**src/hdl/sata_err_regs.svh**
```systemverilog
// register offsets, field positions and reset values of the port error block
`ifndef SATA_ERR_REGS_SVH
`define SATA_ERR_REGS_SVH

// ------------------------------------------------------------
// register byte offsets
// ------------------------------------------------------------
`define ISTAT_OFS 8'h00
`define IMASK_OFS 8'h04
`define CTRL_OFS 8'h08
`define FBS_OFS 8'h0c
`define CI_OFS 8'h10
`define PIO_OFS 8'h14

// ------------------------------------------------------------
// status and mask bit positions
// ------------------------------------------------------------
`define ST_IFS 0
`define ST_INFS 1
`define ST_PCS 2
`define ST_W 3
`define IMASK_RST 3'h0

// ------------------------------------------------------------
// control fields
// ------------------------------------------------------------
`define CTRL_START 0
`define CTRL_FBS 1
`define CTRL_IDE 2
`define CTRL_PMP_LO 8
`define CTRL_PMP_HI 11
`define CTRL_W 12
`define CTRL_RST 12'h000

// ------------------------------------------------------------
// widths
// ------------------------------------------------------------
`define PMP_W 4
`define CNT_W 16
`define LANE_BYTES 4

`endif

```
**src/hdl/sata_err_pkg.sv**
```systemverilog
// types shared by the port error block
package sata_err_pkg;
	typedef enum {
		SEL_ISTAT,
		SEL_IMASK,
		SEL_CTRL,
		SEL_FBS,
		SEL_CI,
		SEL_PIO,
		SEL_NONE
	} reg_sel_t;
	typedef logic [3:0] pmp_t;
endpackage

```
**src/hdl/pio_read_packer.sv**
```systemverilog
// packs pio read dwords into qwords, trimming the tail to the byte count
`include "sata_err_regs.svh"

module pio_read_packer #(
	parameter int CNT_W = `CNT_W
) (
	input wire logic clk_i,
	input wire logic srst_i,
	input wire logic start_i,
	input wire logic [CNT_W-1:0] count_i,
	output logic [CNT_W-1:0] left_o,
	input wire logic [31:0] rx_data_i,
	input wire logic rx_valid_i,
	output logic rx_ready_o,
	output logic [63:0] out_data_o,
	output logic [7:0] out_strb_o,
	output logic out_last_o,
	output logic out_valid_o,
	input wire logic out_ready_i
);
	logic active_ff;
	logic half_ff;
	logic [CNT_W-1:0] left_ff;
	logic [31:0] lo_ff;
	logic [2:0] take;
	logic [CNT_W-1:0] rem;
	logic accept;
	logic [CNT_W-1:0] sum_ff;
	logic [CNT_W-1:0] total_ff;

	function automatic logic [3:0] lane_mask(input logic [2:0] n);
		unique case (n)
			3'h1: lane_mask = 4'h1;
			3'h2: lane_mask = 4'h3;
			3'h3: lane_mask = 4'h7;
			default: lane_mask = 4'hf;
		endcase
	endfunction

	// the tail dword may carry fewer valid bytes than four
	assign take = (left_ff >= CNT_W'(`LANE_BYTES)) ? 3'h4 : left_ff[2:0];
	assign rem = left_ff - CNT_W'(take);
	// stall the link while a packed qword waits for the reader
	assign rx_ready_o = active_ff & ~out_valid_o;
	assign accept = rx_valid_i & rx_ready_o;
	assign left_o = left_ff;

	always_ff @(posedge clk_i) begin
		if (srst_i) begin
			active_ff <= 1'b0;
			left_ff <= '0;
			half_ff <= 1'b0;
		end else if (start_i) begin
			active_ff <= (count_i != '0);
			left_ff <= count_i;
			half_ff <= 1'b0;
		end else if (accept) begin
			left_ff <= rem;
			half_ff <= ~half_ff & (rem != '0);
			if (rem == '0) begin
				active_ff <= 1'b0;
			end
		end
	end

	always_ff @(posedge clk_i) begin
		if (srst_i) begin
			lo_ff <= 32'h0;
			out_valid_o <= 1'b0;
			out_data_o <= 64'h0;
			out_strb_o <= 8'h0;
			out_last_o <= 1'b0;
		end else if (accept && (half_ff || rem == '0)) begin
			out_valid_o <= 1'b1;
			out_last_o <= (rem == '0);
			if (half_ff) begin
				out_data_o <= {rx_data_i, lo_ff};
				out_strb_o <= {lane_mask(take), 4'hf};
			end else begin
				out_data_o <= {32'h0, rx_data_i};
				out_strb_o <= {4'h0, lane_mask(take)};
			end
		end else begin
			if (accept) begin
				lo_ff <= rx_data_i;
			end
			if (out_ready_i) begin
				out_valid_o <= 1'b0;
			end
		end
	end

	// ------------------------------------------------------------
	// checks
	// ------------------------------------------------------------
	always_ff @(posedge clk_i) begin
		if (srst_i || start_i) begin
			sum_ff <= '0;
			total_ff <= count_i;
		end else if (out_valid_o && out_ready_i) begin
			sum_ff <= sum_ff + CNT_W'($countones(out_strb_o));
		end
	end
endmodule

```
**src/hdl/sata_port_error_handling.sv**
```systemverilog
// port error, halt and command issue handling with an avalon register slave
// What this block does
// - host non-data escape sets fatal flag
// - r_err on host non-data sets nonfatal flag
// - device non-data escape sets fatal flag
// - switching on: host escape records erring port
// - switching on: completions clear only owner slots
// - connect change flag halts command execution
// - ide pio read handles unaligned counts
//
// The implementer's own choices: register access over Avalon-MM and the placing of the registers.
`include "sata_err_regs.svh"

module sata_port_error_handling #(
	parameter int SLOTS = 8,
	parameter int SLOT_W = 3
) (
	input wire logic clk_i,
	input wire logic srst_i,
	input wire logic [7:0] avs_address_i,
	input wire logic avs_read_i,
	input wire logic avs_write_i,
	input wire logic [31:0] avs_writedata_i,
	output logic [31:0] avs_readdata_o,
	output logic avs_waitrequest_o,
	output logic irq_o,
	input wire logic h2d_sync_escape_i,
	input wire logic h2d_rerr_i,
	input wire logic d2h_sync_escape_i,
	input wire logic [`PMP_W-1:0] fis_pmp_i,
	input wire logic cominit_i,
	input wire logic power_saving_i,
	input wire logic d2h_done_i,
	input wire logic [SLOT_W-1:0] d2h_slot_i,
	input wire logic [`PMP_W-1:0] d2h_pmp_i,
	output logic cmd_valid_o,
	input wire logic cmd_ready_i,
	output logic [SLOT_W-1:0] cmd_slot_o,
	output logic [`PMP_W-1:0] cmd_pmp_o,
	input wire logic [31:0] pio_rx_data_i,
	input wire logic pio_rx_valid_i,
	output logic pio_rx_ready_o,
	output logic [63:0] pio_data_o,
	output logic [7:0] pio_strb_o,
	output logic pio_last_o,
	output logic pio_valid_o,
	input wire logic pio_ready_i
);

	// ------------------------------------------------------------
	// register bus
	// ------------------------------------------------------------
	logic ack_ff;
	logic wr_ack;
	logic rd_ack;
	sata_err_pkg::reg_sel_t sel;

	function automatic sata_err_pkg::reg_sel_t decode(input logic [7:0] addr);
		unique case (addr)
			`ISTAT_OFS: decode = sata_err_pkg::SEL_ISTAT;
			`IMASK_OFS: decode = sata_err_pkg::SEL_IMASK;
			`CTRL_OFS: decode = sata_err_pkg::SEL_CTRL;
			`FBS_OFS: decode = sata_err_pkg::SEL_FBS;
			`CI_OFS: decode = sata_err_pkg::SEL_CI;
			`PIO_OFS: decode = sata_err_pkg::SEL_PIO;
			default: decode = sata_err_pkg::SEL_NONE;
		endcase
	endfunction

	assign sel = decode(avs_address_i);
	// every access takes exactly one wait cycle, so read data can come from a flop
	assign avs_waitrequest_o = (avs_read_i | avs_write_i) & ~ack_ff;
	assign wr_ack = avs_write_i & ack_ff;
	assign rd_ack = avs_read_i & ack_ff;

	always_ff @(posedge clk_i) begin
		if (srst_i) begin
			ack_ff <= 1'b0;
		end else begin
			ack_ff <= (avs_read_i | avs_write_i) & ~ack_ff;
		end
	end

	// ------------------------------------------------------------
	// control, mask and switching fields
	// ------------------------------------------------------------
	logic [`CTRL_W-1:0] ctrl_ff;
	logic [`ST_W-1:0] imask_ff;
	logic [`PMP_W-1:0] dwe_ff;
	logic started;
	logic fbs_on;
	logic [`PMP_W-1:0] issue_pmp;

	assign started = ctrl_ff[`CTRL_START];
	assign fbs_on = ctrl_ff[`CTRL_FBS];
	assign issue_pmp = ctrl_ff[`CTRL_PMP_HI:`CTRL_PMP_LO];

	always_ff @(posedge clk_i) begin
		if (srst_i) begin
			ctrl_ff <= `CTRL_RST;
		end else if (wr_ack && sel == sata_err_pkg::SEL_CTRL) begin
			ctrl_ff <= avs_writedata_i[`CTRL_W-1:0];
		end
	end

	always_ff @(posedge clk_i) begin
		if (srst_i) begin
			imask_ff <= `IMASK_RST;
		end else if (wr_ack && sel == sata_err_pkg::SEL_IMASK) begin
			imask_ff <= avs_writedata_i[`ST_W-1:0];
		end
	end

	// the port multiplier port of the failing fis is kept for error recovery
	always_ff @(posedge clk_i) begin
		if (srst_i) begin
			dwe_ff <= '0;
		end else if (h2d_sync_escape_i && fbs_on) begin
			dwe_ff <= fis_pmp_i;
		end
	end

	// ------------------------------------------------------------
	// error status and interrupt
	// ------------------------------------------------------------
	logic [`ST_W-1:0] stat_ff;
	logic [`ST_W-1:0] set_vec;
	logic [`ST_W-1:0] rd_clr;
	logic halt;

	always_comb begin
		set_vec = '0;
		set_vec[`ST_IFS] = h2d_sync_escape_i
			| d2h_sync_escape_i
			| (cominit_i & power_saving_i);
		set_vec[`ST_INFS] = h2d_rerr_i;
		set_vec[`ST_PCS] = cominit_i;
	end

	// only the bits actually returned are cleared, so a late event survives
	assign rd_clr = (rd_ack && sel == sata_err_pkg::SEL_ISTAT) ?
		avs_readdata_o[`ST_W-1:0] : '0;

	always_ff @(posedge clk_i) begin
		if (srst_i) begin
			stat_ff <= '0;
		end else begin
			stat_ff <= (stat_ff & ~rd_clr) | set_vec;
		end
	end

	// a pending connect change freezes dispatch until software reads it away
	assign halt = stat_ff[`ST_PCS];
	assign irq_o = |(stat_ff & imask_ff);

	// ------------------------------------------------------------
	// command issue bookkeeping
	// ------------------------------------------------------------
	logic [SLOTS-1:0] ci_ff;
	logic [SLOTS-1:0] disp_ff;
	logic [`PMP_W-1:0] own_ff [SLOTS];
	logic [SLOTS-1:0] issue_bits;
	logic [SLOTS-1:0] done_bits;
	logic [SLOTS-1:0] take_bits;
	logic [SLOTS-1:0] waiting;
	logic [SLOT_W-1:0] pick;
	logic cmd_valid_ff;

	// a slot already in use cannot be issued again
	assign issue_bits = (wr_ack && sel == sata_err_pkg::SEL_CI) ?
		avs_writedata_i[SLOTS-1:0] & ~ci_ff : '0;
	assign waiting = ci_ff & ~disp_ff;

	always_comb begin
		done_bits = '0;
		// with switching on, a reply from one port never retires another port's slot
		if (d2h_done_i && ci_ff[d2h_slot_i] &&
			(!fbs_on || own_ff[d2h_slot_i] == d2h_pmp_i)) begin
			done_bits[d2h_slot_i] = 1'b1;
		end
	end

	always_comb begin
		pick = '0;
		for (int i = SLOTS - 1; i >= 0; i--) begin
			if (waiting[i]) begin
				pick = SLOT_W'(i);
			end
		end
	end

	always_comb begin
		take_bits = '0;
		if (cmd_valid_o && cmd_ready_i) begin
			take_bits[cmd_slot_o] = 1'b1;
		end
	end

	always_ff @(posedge clk_i) begin
		if (srst_i || !started) begin
			ci_ff <= '0;
			disp_ff <= '0;
		end else begin
			ci_ff <= (ci_ff & ~done_bits) | issue_bits;
			disp_ff <= (disp_ff & ~done_bits) | take_bits;
		end
	end

	always_ff @(posedge clk_i) begin
		for (int i = 0; i < SLOTS; i++) begin
			if (srst_i) begin
				own_ff[i] <= '0;
			end else if (issue_bits[i]) begin
				own_ff[i] <= issue_pmp;
			end
		end
	end

	// ------------------------------------------------------------
	// command dispatch
	// ------------------------------------------------------------
	assign cmd_valid_o = cmd_valid_ff & ~halt;

	always_ff @(posedge clk_i) begin
		if (srst_i || !started) begin
			cmd_valid_ff <= 1'b0;
			cmd_slot_o <= '0;
			cmd_pmp_o <= '0;
		end else if (cmd_valid_o && cmd_ready_i) begin
			cmd_valid_ff <= 1'b0;
		end else if (!cmd_valid_ff && !halt && |waiting) begin
			cmd_valid_ff <= 1'b1;
			cmd_slot_o <= pick;
			cmd_pmp_o <= own_ff[pick];
		end
	end

	// ------------------------------------------------------------
	// pio read path
	// ------------------------------------------------------------
	logic pio_start;
	logic [`CNT_W-1:0] pio_left;

	// pio reads exist only in ide compatibility mode
	assign pio_start = wr_ack && sel == sata_err_pkg::SEL_PIO &&
		ctrl_ff[`CTRL_IDE];

	pio_read_packer #(
		.CNT_W(`CNT_W)
	) u_packer (
		.clk_i(clk_i),
		.srst_i(srst_i),
		.start_i(pio_start),
		.count_i(avs_writedata_i[`CNT_W-1:0]),
		.left_o(pio_left),
		.rx_data_i(pio_rx_data_i),
		.rx_valid_i(pio_rx_valid_i),
		.rx_ready_o(pio_rx_ready_o),
		.out_data_o(pio_data_o),
		.out_strb_o(pio_strb_o),
		.out_last_o(pio_last_o),
		.out_valid_o(pio_valid_o),
		.out_ready_i(pio_ready_i)
	);

	// ------------------------------------------------------------
	// read data
	// ------------------------------------------------------------
	always_ff @(posedge clk_i) begin
		if (srst_i) begin
			avs_readdata_o <= 32'h0;
		end else if (avs_read_i && !ack_ff) begin
			avs_readdata_o <= 32'h0;
			unique case (sel)
				sata_err_pkg::SEL_ISTAT: avs_readdata_o[`ST_W-1:0] <= stat_ff;
				sata_err_pkg::SEL_IMASK: avs_readdata_o[`ST_W-1:0] <= imask_ff;
				sata_err_pkg::SEL_CTRL: avs_readdata_o[`CTRL_W-1:0] <= ctrl_ff;
				sata_err_pkg::SEL_FBS: avs_readdata_o[`PMP_W-1:0] <= dwe_ff;
				sata_err_pkg::SEL_CI: avs_readdata_o[SLOTS-1:0] <= ci_ff;
				sata_err_pkg::SEL_PIO: avs_readdata_o[`CNT_W-1:0] <= pio_left;
				sata_err_pkg::SEL_NONE: avs_readdata_o <= 32'h0;
			endcase
		end
	end
endmodule

```
**config.mk**
```make
export PLATFORM = sky130hd
export DESIGN_NAME = sata_port_error_handling
export DESIGN_NICKNAME = d
export VERILOG_FILES = /design/src/hdl/sata_err_pkg.sv /design/src/hdl/pio_read_packer.sv /design/src/hdl/sata_port_error_handling.sv
export VERILOG_INCLUDE_DIRS = /design/src /design/src/hdl
export SDC_FILE = /design/constraint.sdc
export NUM_CORES = 1
export LEC_CHECK = 0
export CAP_MARGIN = 20
export CORE_MARGIN = 2
export CORE_UTILIZATION = 50
export CTS_CLUSTER_DIAMETER = 40
export CTS_CLUSTER_SIZE = 14
export DETAILED_ROUTE_END_ITERATION = 8
export DONT_BUFFER_PORTS = 1
export MAX_ROUTING_LAYER = met4
export PLACE_DENSITY_LB_ADDON = 0.15
export REMOVE_ABC_BUFFERS = 1
export SYNTH_ARGS = -nofsm -noshare
export SYNTH_HDL_FRONTEND = slang
export SYNTH_SLANG_ARGS = --single-unit
```
**constraint.sdc**
```tcl
create_clock -name clk_i -period 7.6 [get_ports clk_i]
set_input_delay 0 -clock clk_i [delete_from_list [all_inputs] [get_ports clk_i]]
set_output_delay 0 -clock clk_i [all_outputs]
set_load 0.05 [all_outputs]
```
==> summary.md, run 1 <==
| Metric | Value |
|---|---|
| Post-synth ARST share | `0%` |
| Cell Area, Synth | `0.0103 mm^2` |
| Slew HR | `31.3%` |
| HPWL Detailed | `17,500 um` |
| Skew final | `~0.02 ns` |
| Fillcell total | `between 1,500 and 2,000` |
| Overall die height | `148 um` |
| RePlAce Congestion | `0.891` |
| Critical Path Sink Type | `flop` |
| Core area | `0.0203 mm^2` |
| Met3 GRT Util | `~7%` |
| Hold/Removal Path Class | `primary input to flop` |
| Die Wd | `148 um` |
| Fin worst setup slack | `3.61 ns` |
| Post-synthesis sequential area ratio | `45.5%` |
| Clock slew at reported path FFs | `0.06 ns` |
| WS Path Type | `flop to flop` |
| Clk_lat worst skew | `0.51 ns` |
| Post-route cell area | `0.0125 mm^2` |
| DP Area | `0.0104 mm^2` |
| Area contributors post-synth | `dfxtp_1 (36%), edfxtp_1 (9.3%), mux2i_1 (8.6%)` |
| Syn. warnings | `0` |
| Comb power frac | `under 10%` |
| Area share of the largest cell type after synthesis | `36.2%` |
| Largest net degree at the start of global routing | `140` |
| I/O pin cnt | `213` |
| Setup violators final | `0` |
| Port buffer count | `0` |
| Final WL | `28,400 um` |
| Clock sink count | `219` |
| Final routed DRC violation total | `0` |
| Met1 usage | `33.3%` |
| Max Slew Vio Count | `0` |
| IR Drop Worst-Case VDD | `~0.00016 V` |
| Syn avg cell area | `approximately 9.6 um^2` |
| P_sw | `just over 0.0007 W` |
| Crit Path Max Fanout | `33` |
| H-tree lvl count | `2` |
| Yosys reg bits | `219` |
| Worst endpoint required time | `7.99 ns` |
| DR WL/cell | `about 20 um` |
| Crit path launch type | `flop` |
| Lkg Pwr | `between 4 and 5 nW` |
| Max_cap viols | `0` |
| Count of non-filler cells in the finished layout | `1,433` |
| Worst slew pin tran | `1.03 ns` |
| Initial antenna violation count | `2` |
| Achievable clock frequency | `~0.25 GHz` |
| Net Sw Frac | `between 20% and 30%` |
| Vias in the first global route | `8,194` |
| GR Util All Layers | `26.2%` |
| Dpl ws | `4.00 ns` |
| Final nets | `around 1,200` |
| Total negative slack | `0 ns` |
| Maximum root-to-sink buffer count | `3` |
| Synth unique cells | `between 60 and 70` |
| First-pass GRT wire length | `~45,000 um` |
| Number of routed nets with antenna violations | `0` |
| Gr busiest metal | `met2` |
| Post-CTS setup buffers | `0` |
| Pwr/cell area | `238 mW/mm^2` |
| EDFF count, synth | `32` |
| Share of cells above drive strength 1 | `9.98%` |
| Die ar. | `0.0219 mm^2` |
| M2 GR Usage | `41.4%` |
| WP data arrival | `4.37 ns` |
| Via/cell ratio | `between 5 and 6` |
| DRT Pass-1 Iters | `5` |
| CTS tree | `yes` |
| Fin crit share | `between 50% and 60%` |
| RSZ-0062 raised after global routing | `false` |
| Int Pwr | `0.00226 W` |
| Initial Util | `roughly half` |
| Synth-to-Final Area Change | `20.4%` |
| Final hold vios | `0` |
| Ys flop type | `dfxtp_1` |
| Clk pwr share | `54.7%` |
| Row count | `52` |
| Status | `completed` |
| Sequential Power Share | `between 40% and 50%` |
| Min Tclk post-route | `3.99 ns` |
| CTS Buf Count | `35` |
| Post-CTS Resized | `0` |
| Placed instance count | `1,284` |
| Post-synth top area cell | `dfxtp_1` |
| Mapped Cells | `between 1,000 and 1,500` |
| Grt ovf | `0` |
| Clock root buffer | `clkbuf_16` |
| Iteration-0 DRC Markers | `between 500 and 600` |
| Final core occ | `between 60% and 70%` |
| Via count | `~8,500` |
state kept, by name (all words and copies together) (netlist names), 4 cells and up:
signal and cells:
cmd_pmp_o 4, u_packer.out_strb_o 8, avs_readdata_o 16, u_packer.lo_ff 32, dwe_ff 4, u_packer.left_o 16, own_ff 32, u_packer.out_data_o 64
ctrl_ff 12, disp_ff 8, ci_ff 8
cells in the mapped netlist (17+ instances only):
cell         n
a2111oi_1   17
a211oi_1    20
a21oi_1     53
a22o_1      33
buf_4       19
clkbuf_1    59
dfxtp_1    187
edfxtp_1    32
mux2i_1     89
nand2_1     56
nand2b_1    48
nand3_1     18
nor2_1     198
stage by stage:
step           hold WS [ns]  total power, W
5_1_grt              0.0387         0.00307
6_report             0.0221         0.00297
3_3_place_gp         0.0858         0.00131
2_1_floorplan        0.0689         0.00130
4_1_cts             0.00762         0.00300
3_5_place_dp         0.0845         0.00131
area by class of cell:
| cell class | count | area [um^2] | area share, % |
|---|---|---|---|
| repair buffers | 94 | 933 | 7.49 |
| multi-input cells | 772 | 5220 | 41.9 |
| well taps | 270 | 338 | 2.71 |
| clock inverters | 21 | 256 | 2.06 |
| clock buffers | 42 | 955 | 7.66 |
| flip-flops and latches | 219 | 4700 | 37.7 |
| diodes | 1 | 2.50 | 0.0201 |
| inverters | 14 | 52.6 | 0.422 |
path summary, 6_finish.rpt:
kind / end / start / depth (start not counted) / slack [ns]
worst max-delay path: u_packer.lo_ff[9]$_SDFFE_PP0P_ / u_packer.left_o[12]$_SDFFE_PP0P_ / 11 / 3.61
worst min-delay path: avs_readdata_o[3]$_SDFFE_PP0P_ / avs_address_i[3] / 4 / 0.02
worst max register to register: u_packer.lo_ff[9]$_SDFFE_PP0P_ / u_packer.left_o[12]$_SDFFE_PP0P_ / 11 / 3.61
worst min register to register: dwe_ff[0]$_SDFFE_PP0P_ / dwe_ff[0]$_SDFFE_PP0P_ / 2 / 0.48
per-layer routing:
| layer | vias up | wire length (um) |
|---|---|---|
| met1 | 4116 | 11900 |
| li1 | 4048 | - |
| met4 | 0 | 497 |
| met3 | 38 | 2600 |
| met2 | 308 | 13300 |
| met5 | - | 0 |
timing repair:
item,4_1_cts,5_1_grt
endpoints found under the setup margin,0,0
hold buffers,83,1
hold endpoints to repair,244,4
power by group through the flow:
stage	clock network, W	logic (W)	registers [W]
floorplan	0	0.0000731	0.00122
global placement	0	0.0000863	0.00123
detailed placement	0	0.0000873	0.00123
CTS	0.00165	0.000142	0.00120
global route	0.00171	0.000152	0.00120
finish	0.00163	0.000143	0.00120
cells by family (layout without fill, tap and decap cells):
group,Yosys count,after routing,synth area share [%]
AND/OR/NAND/NOR,402,402,18.7
flip-flops,219,219,45.5
adder cells (fa/ha/maj),3,3,0.363
other,1,18,0.0362
multiplexers,106,106,12.0
buffers and inverters,105,171,4.85
AO/OA/AOI/OAI,229,229,17.4
XOR/XNOR,15,15,1.27
cell usage in the layout, fill, tap and decap left out, types with 7 or more instances in the layout:
cell           count
nand3_1           18
nor2_1           197
nand2b_1          48
a221oi_1           7
inv_1             14
or3_1              9
dlygate4sd3_1     83
o21ai_0           12
a2111oi_1         17
a211oi_1          20
nor3_1            14
a311oi_1          12
nor4_1            11
mux4_2            14
buf_4             10
nand2_1           56
a2111oi_2         12
a21oi_1           53
clkbuf_16         37
dfxtp_1          187
mux2i_1           89
conb_1            17
a22o_1            33
xnor2_1           13
edfxtp_1          32
o21bai_1           9
o211ai_1           7
nor2b_1           14
worst max-delay path: stages, from the launching register on:
cell,delay (ns)
dfxtp_1,0.39
nor4_1,0.68
nand4_1,0.40
nand2_1,0.17
ha_1,0.18
o2111ai_1,0.10
nand4b_4,0.25
o31ai_4,0.25
buf_4,0.53
mux2i_1,0.28
nor2_1,0.06
dlygate4sd3_1,0.58
Note: power is estimated with default switching activity, not from simulation.
==> inputs of run 2 (changes only) <==
==> constraint.sdc (replaced) <==
create_clock -name clk_i -period 3.3 [get_ports clk_i]
set_input_delay 0 -clock clk_i [delete_from_list [all_inputs] [get_ports clk_i]]
set_output_delay 0 -clock clk_i [all_outputs]
set_load 0.05 [all_outputs]
==> summary.md, run 2 (synthesized netlist as in run 1, its figures left out) <==
| Metric | Value |
|---|---|
| Power, Total | `0.00670 W` |
| Fin crit share | `a little over nine tenths` |
| Overall die height | `148 um` |
| Fin worst setup slack | `0.166 ns` |
| Final nets | `roughly 1,200` |
| CTS tree | `yes` |
| CTS Buf Count | `35` |
| Number of routed nets with antenna violations | `0` |
| Worst endpoint required time | `3.68 ns` |
| GR Util All Layers | `26.3%` |
| Setup violators final | `0` |
| Clock sink count | `219` |
| Core area | `0.0203 mm^2` |
| WS Path Type | `flop to flop` |
| Crit Path Max Fanout | `8` |
| WP buf/inv | `1` |
| Pwr/cell area | `534 mW/mm^2` |
| Initial Util | `51.0%` |
| Slew HR | `34.9%` |
| Number of flip-flops in the largest register | `64` |
| Port buffer count | `0` |
| Vias in the first global route | `roughly 8,400` |
| Final hold vios | `0` |
| Lkg Pwr | `4.77 nW` |
| Levels on crit path | `7` |
| Via count | `8,491` |
| Row count | `52` |
| Crit path max-delay family | `multiplexers` |
| Commonest non-fill, non-tap cell in the layout | `nor2_1` |
| Die ar. | `0.0219 mm^2` |
| Achievable clock frequency | `0.319 GHz` |
| Critical Path Sink Type | `flop` |
| Largest net degree at the start of global routing | `around 140` |
| DRT Pass-1 Iters | `5` |
| Final WL | `~28,000 um` |
| Synth-to-Final Area Change | `21.3%` |
| Max_cap viols | `0` |
| Via/cell ratio | `5.87` |
| Clock slew at reported path FFs | `~0.050 ns` |
| Most frequent cells in the layout | `nor2_1 (197), dfxtp_1 (187), mux2i_1 (89)` |
| Grt ovf | `0` |
| Most flops, register | `u_packer.out_data_o` |
| I/O pin cnt | `approximately 210` |
| RSZ-0062 raised after global routing | `false` |
| WP data arrival | `3.52 ns` |
| Initial antenna violation count | `3` |
| Min Tclk post-route | `~3.1 ns` |
| Cell Chain, Critical Path | `mux4_2 > mux2i_1 > xnor2_1 > o41a_1 > nor3b_2 > a211oi_1 > dlygate4sd3_1` |
| Share of cells above drive strength 1 | `between 10 and 15%` |
| Crit path launch type | `flop` |
| H-tree lvl count | `2` |
| RePlAce Congestion | `a little under 0.9` |
| Min-Delay Path Depth | `4` |
| Clk_lat worst skew | `between 0.5 and 0.6 ns` |
| DR WL/cell | `19.3 um` |
| Biggest regs | `u_packer.out_data_o (64), own_ff (32), u_packer.lo_ff (32)` |
| HPWL Detailed | `17,900 um` |
| Maximum root-to-sink buffer count | `3` |
| Depth of the most critical reg-to-reg path | `7` |
| CP max stage cell | `nor3b_2` |
| Final routed DRC violation total | `0` |
| Crit path largest cell delay | `0.59 ns` |
| Hold/Removal Path Class | `primary input to flop` |
| Max Slew Vio Count | `0` |
| Skew final | `between 0.015 and 0.02 ns` |
| IR Drop Worst-Case VDD | `0.000407 V` |
| Worst slew pin tran | `0.974 ns` |
| Status | `completed` |
| Clock root buffer | `clkbuf_16` |
| Die Wd | `approximately 150 um` |
| First-pass GRT wire length | `roughly 45,000 um` |
| Dpl ws | `0.272 ns` |
| Iteration-0 DRC Markers | `460` |
| Post-CTS setup buffers | `0` |
[run 2: final cells by class]
| class | instances | area (um^2) |
|---|---|---|
| well taps | 270 | 338 |
| clock inverters | 23 | 216 |
| flip-flops and latches | 219 | 4700 |
| multi-input cells | 772 | 5230 |
| inverters | 14 | 52.6 |
| repair buffers | 107 | 1050 |
| diodes | 2 | 5.00 |
| fillers | 1759 | 7740 |
| clock buffers | 40 | 957 |
[run 2: stage by stage]
stage | instances | hold WS (ns) | util (%) | TNS, ns | area (um^2)
3_5_place_dp | 1300 | 0.0854 | 51.9 | 0 | 10500
5_1_grt | 1447 | 0.0249 | 61.8 | 0 | 12600
4_1_cts | 1445 | 0.0123 | 61.8 | 0 | 12500
3_3_place_gp | 1300 | 0.0900 | 51.9 | 0 | 10500
6_report | 1447 | 0.0296 | 61.8 | 0 | 12600
2_1_floorplan | 1005 | 0.0689 | - | -133.54 | 9960
[run 2: tightest hold or removal path, stage by stage]
cell	delay [ns]
nand3b_1	0.18
o21ai_0	0.15
nand3_1	0.09
a21oi_1	0.06
[run 2: where the power goes]
group / total, W / internal [W] / leakage, nW / switching (W)
Combinational: 0.000337 / 0.000132 / 2.36 / 0.000205
Sequential: 0.00277 / 0.00273 / 1.84 / 0.0000416
Clock: 0.00360 / 0.00221 / 0.578 / 0.00138
[run 2: layer usage]
metal | track usage [%] | vias up | wire length [um]
li1 | - | 4073 | -
met1 | 33.7 | 4079 | 12200
met2 | 41.3 | 298 | 13100
met3 | 7.25 | 41 | 2260
met4 | 7.38 | 0 | 435
met5 | - | - | 0
[run 2: worst paths after layout]
check             slack (ns)                              end                            start
hold reg to reg         0.49  u_packer.active_ff$_SDFFE_PP0P_  u_packer.active_ff$_SDFFE_PP0P_
hold / removal          0.03   avs_readdata_o[3]$_SDFFE_PP0P_                 avs_address_i[3]
setup / recovery        0.17              ci_ff[6]$_SDFF_PP0_       own_ff[7][0]$_SDFFCE_PN0P_
setup reg to reg        0.17              ci_ff[6]$_SDFF_PP0_       own_ff[7][0]$_SDFFCE_PN0P_
[run 2: timing repair]
item,CTS,global route
endpoints found under the hold margin,245,0
setup endpoints to repair,0,2
resized for setup,0,1
hold buffers,82,0
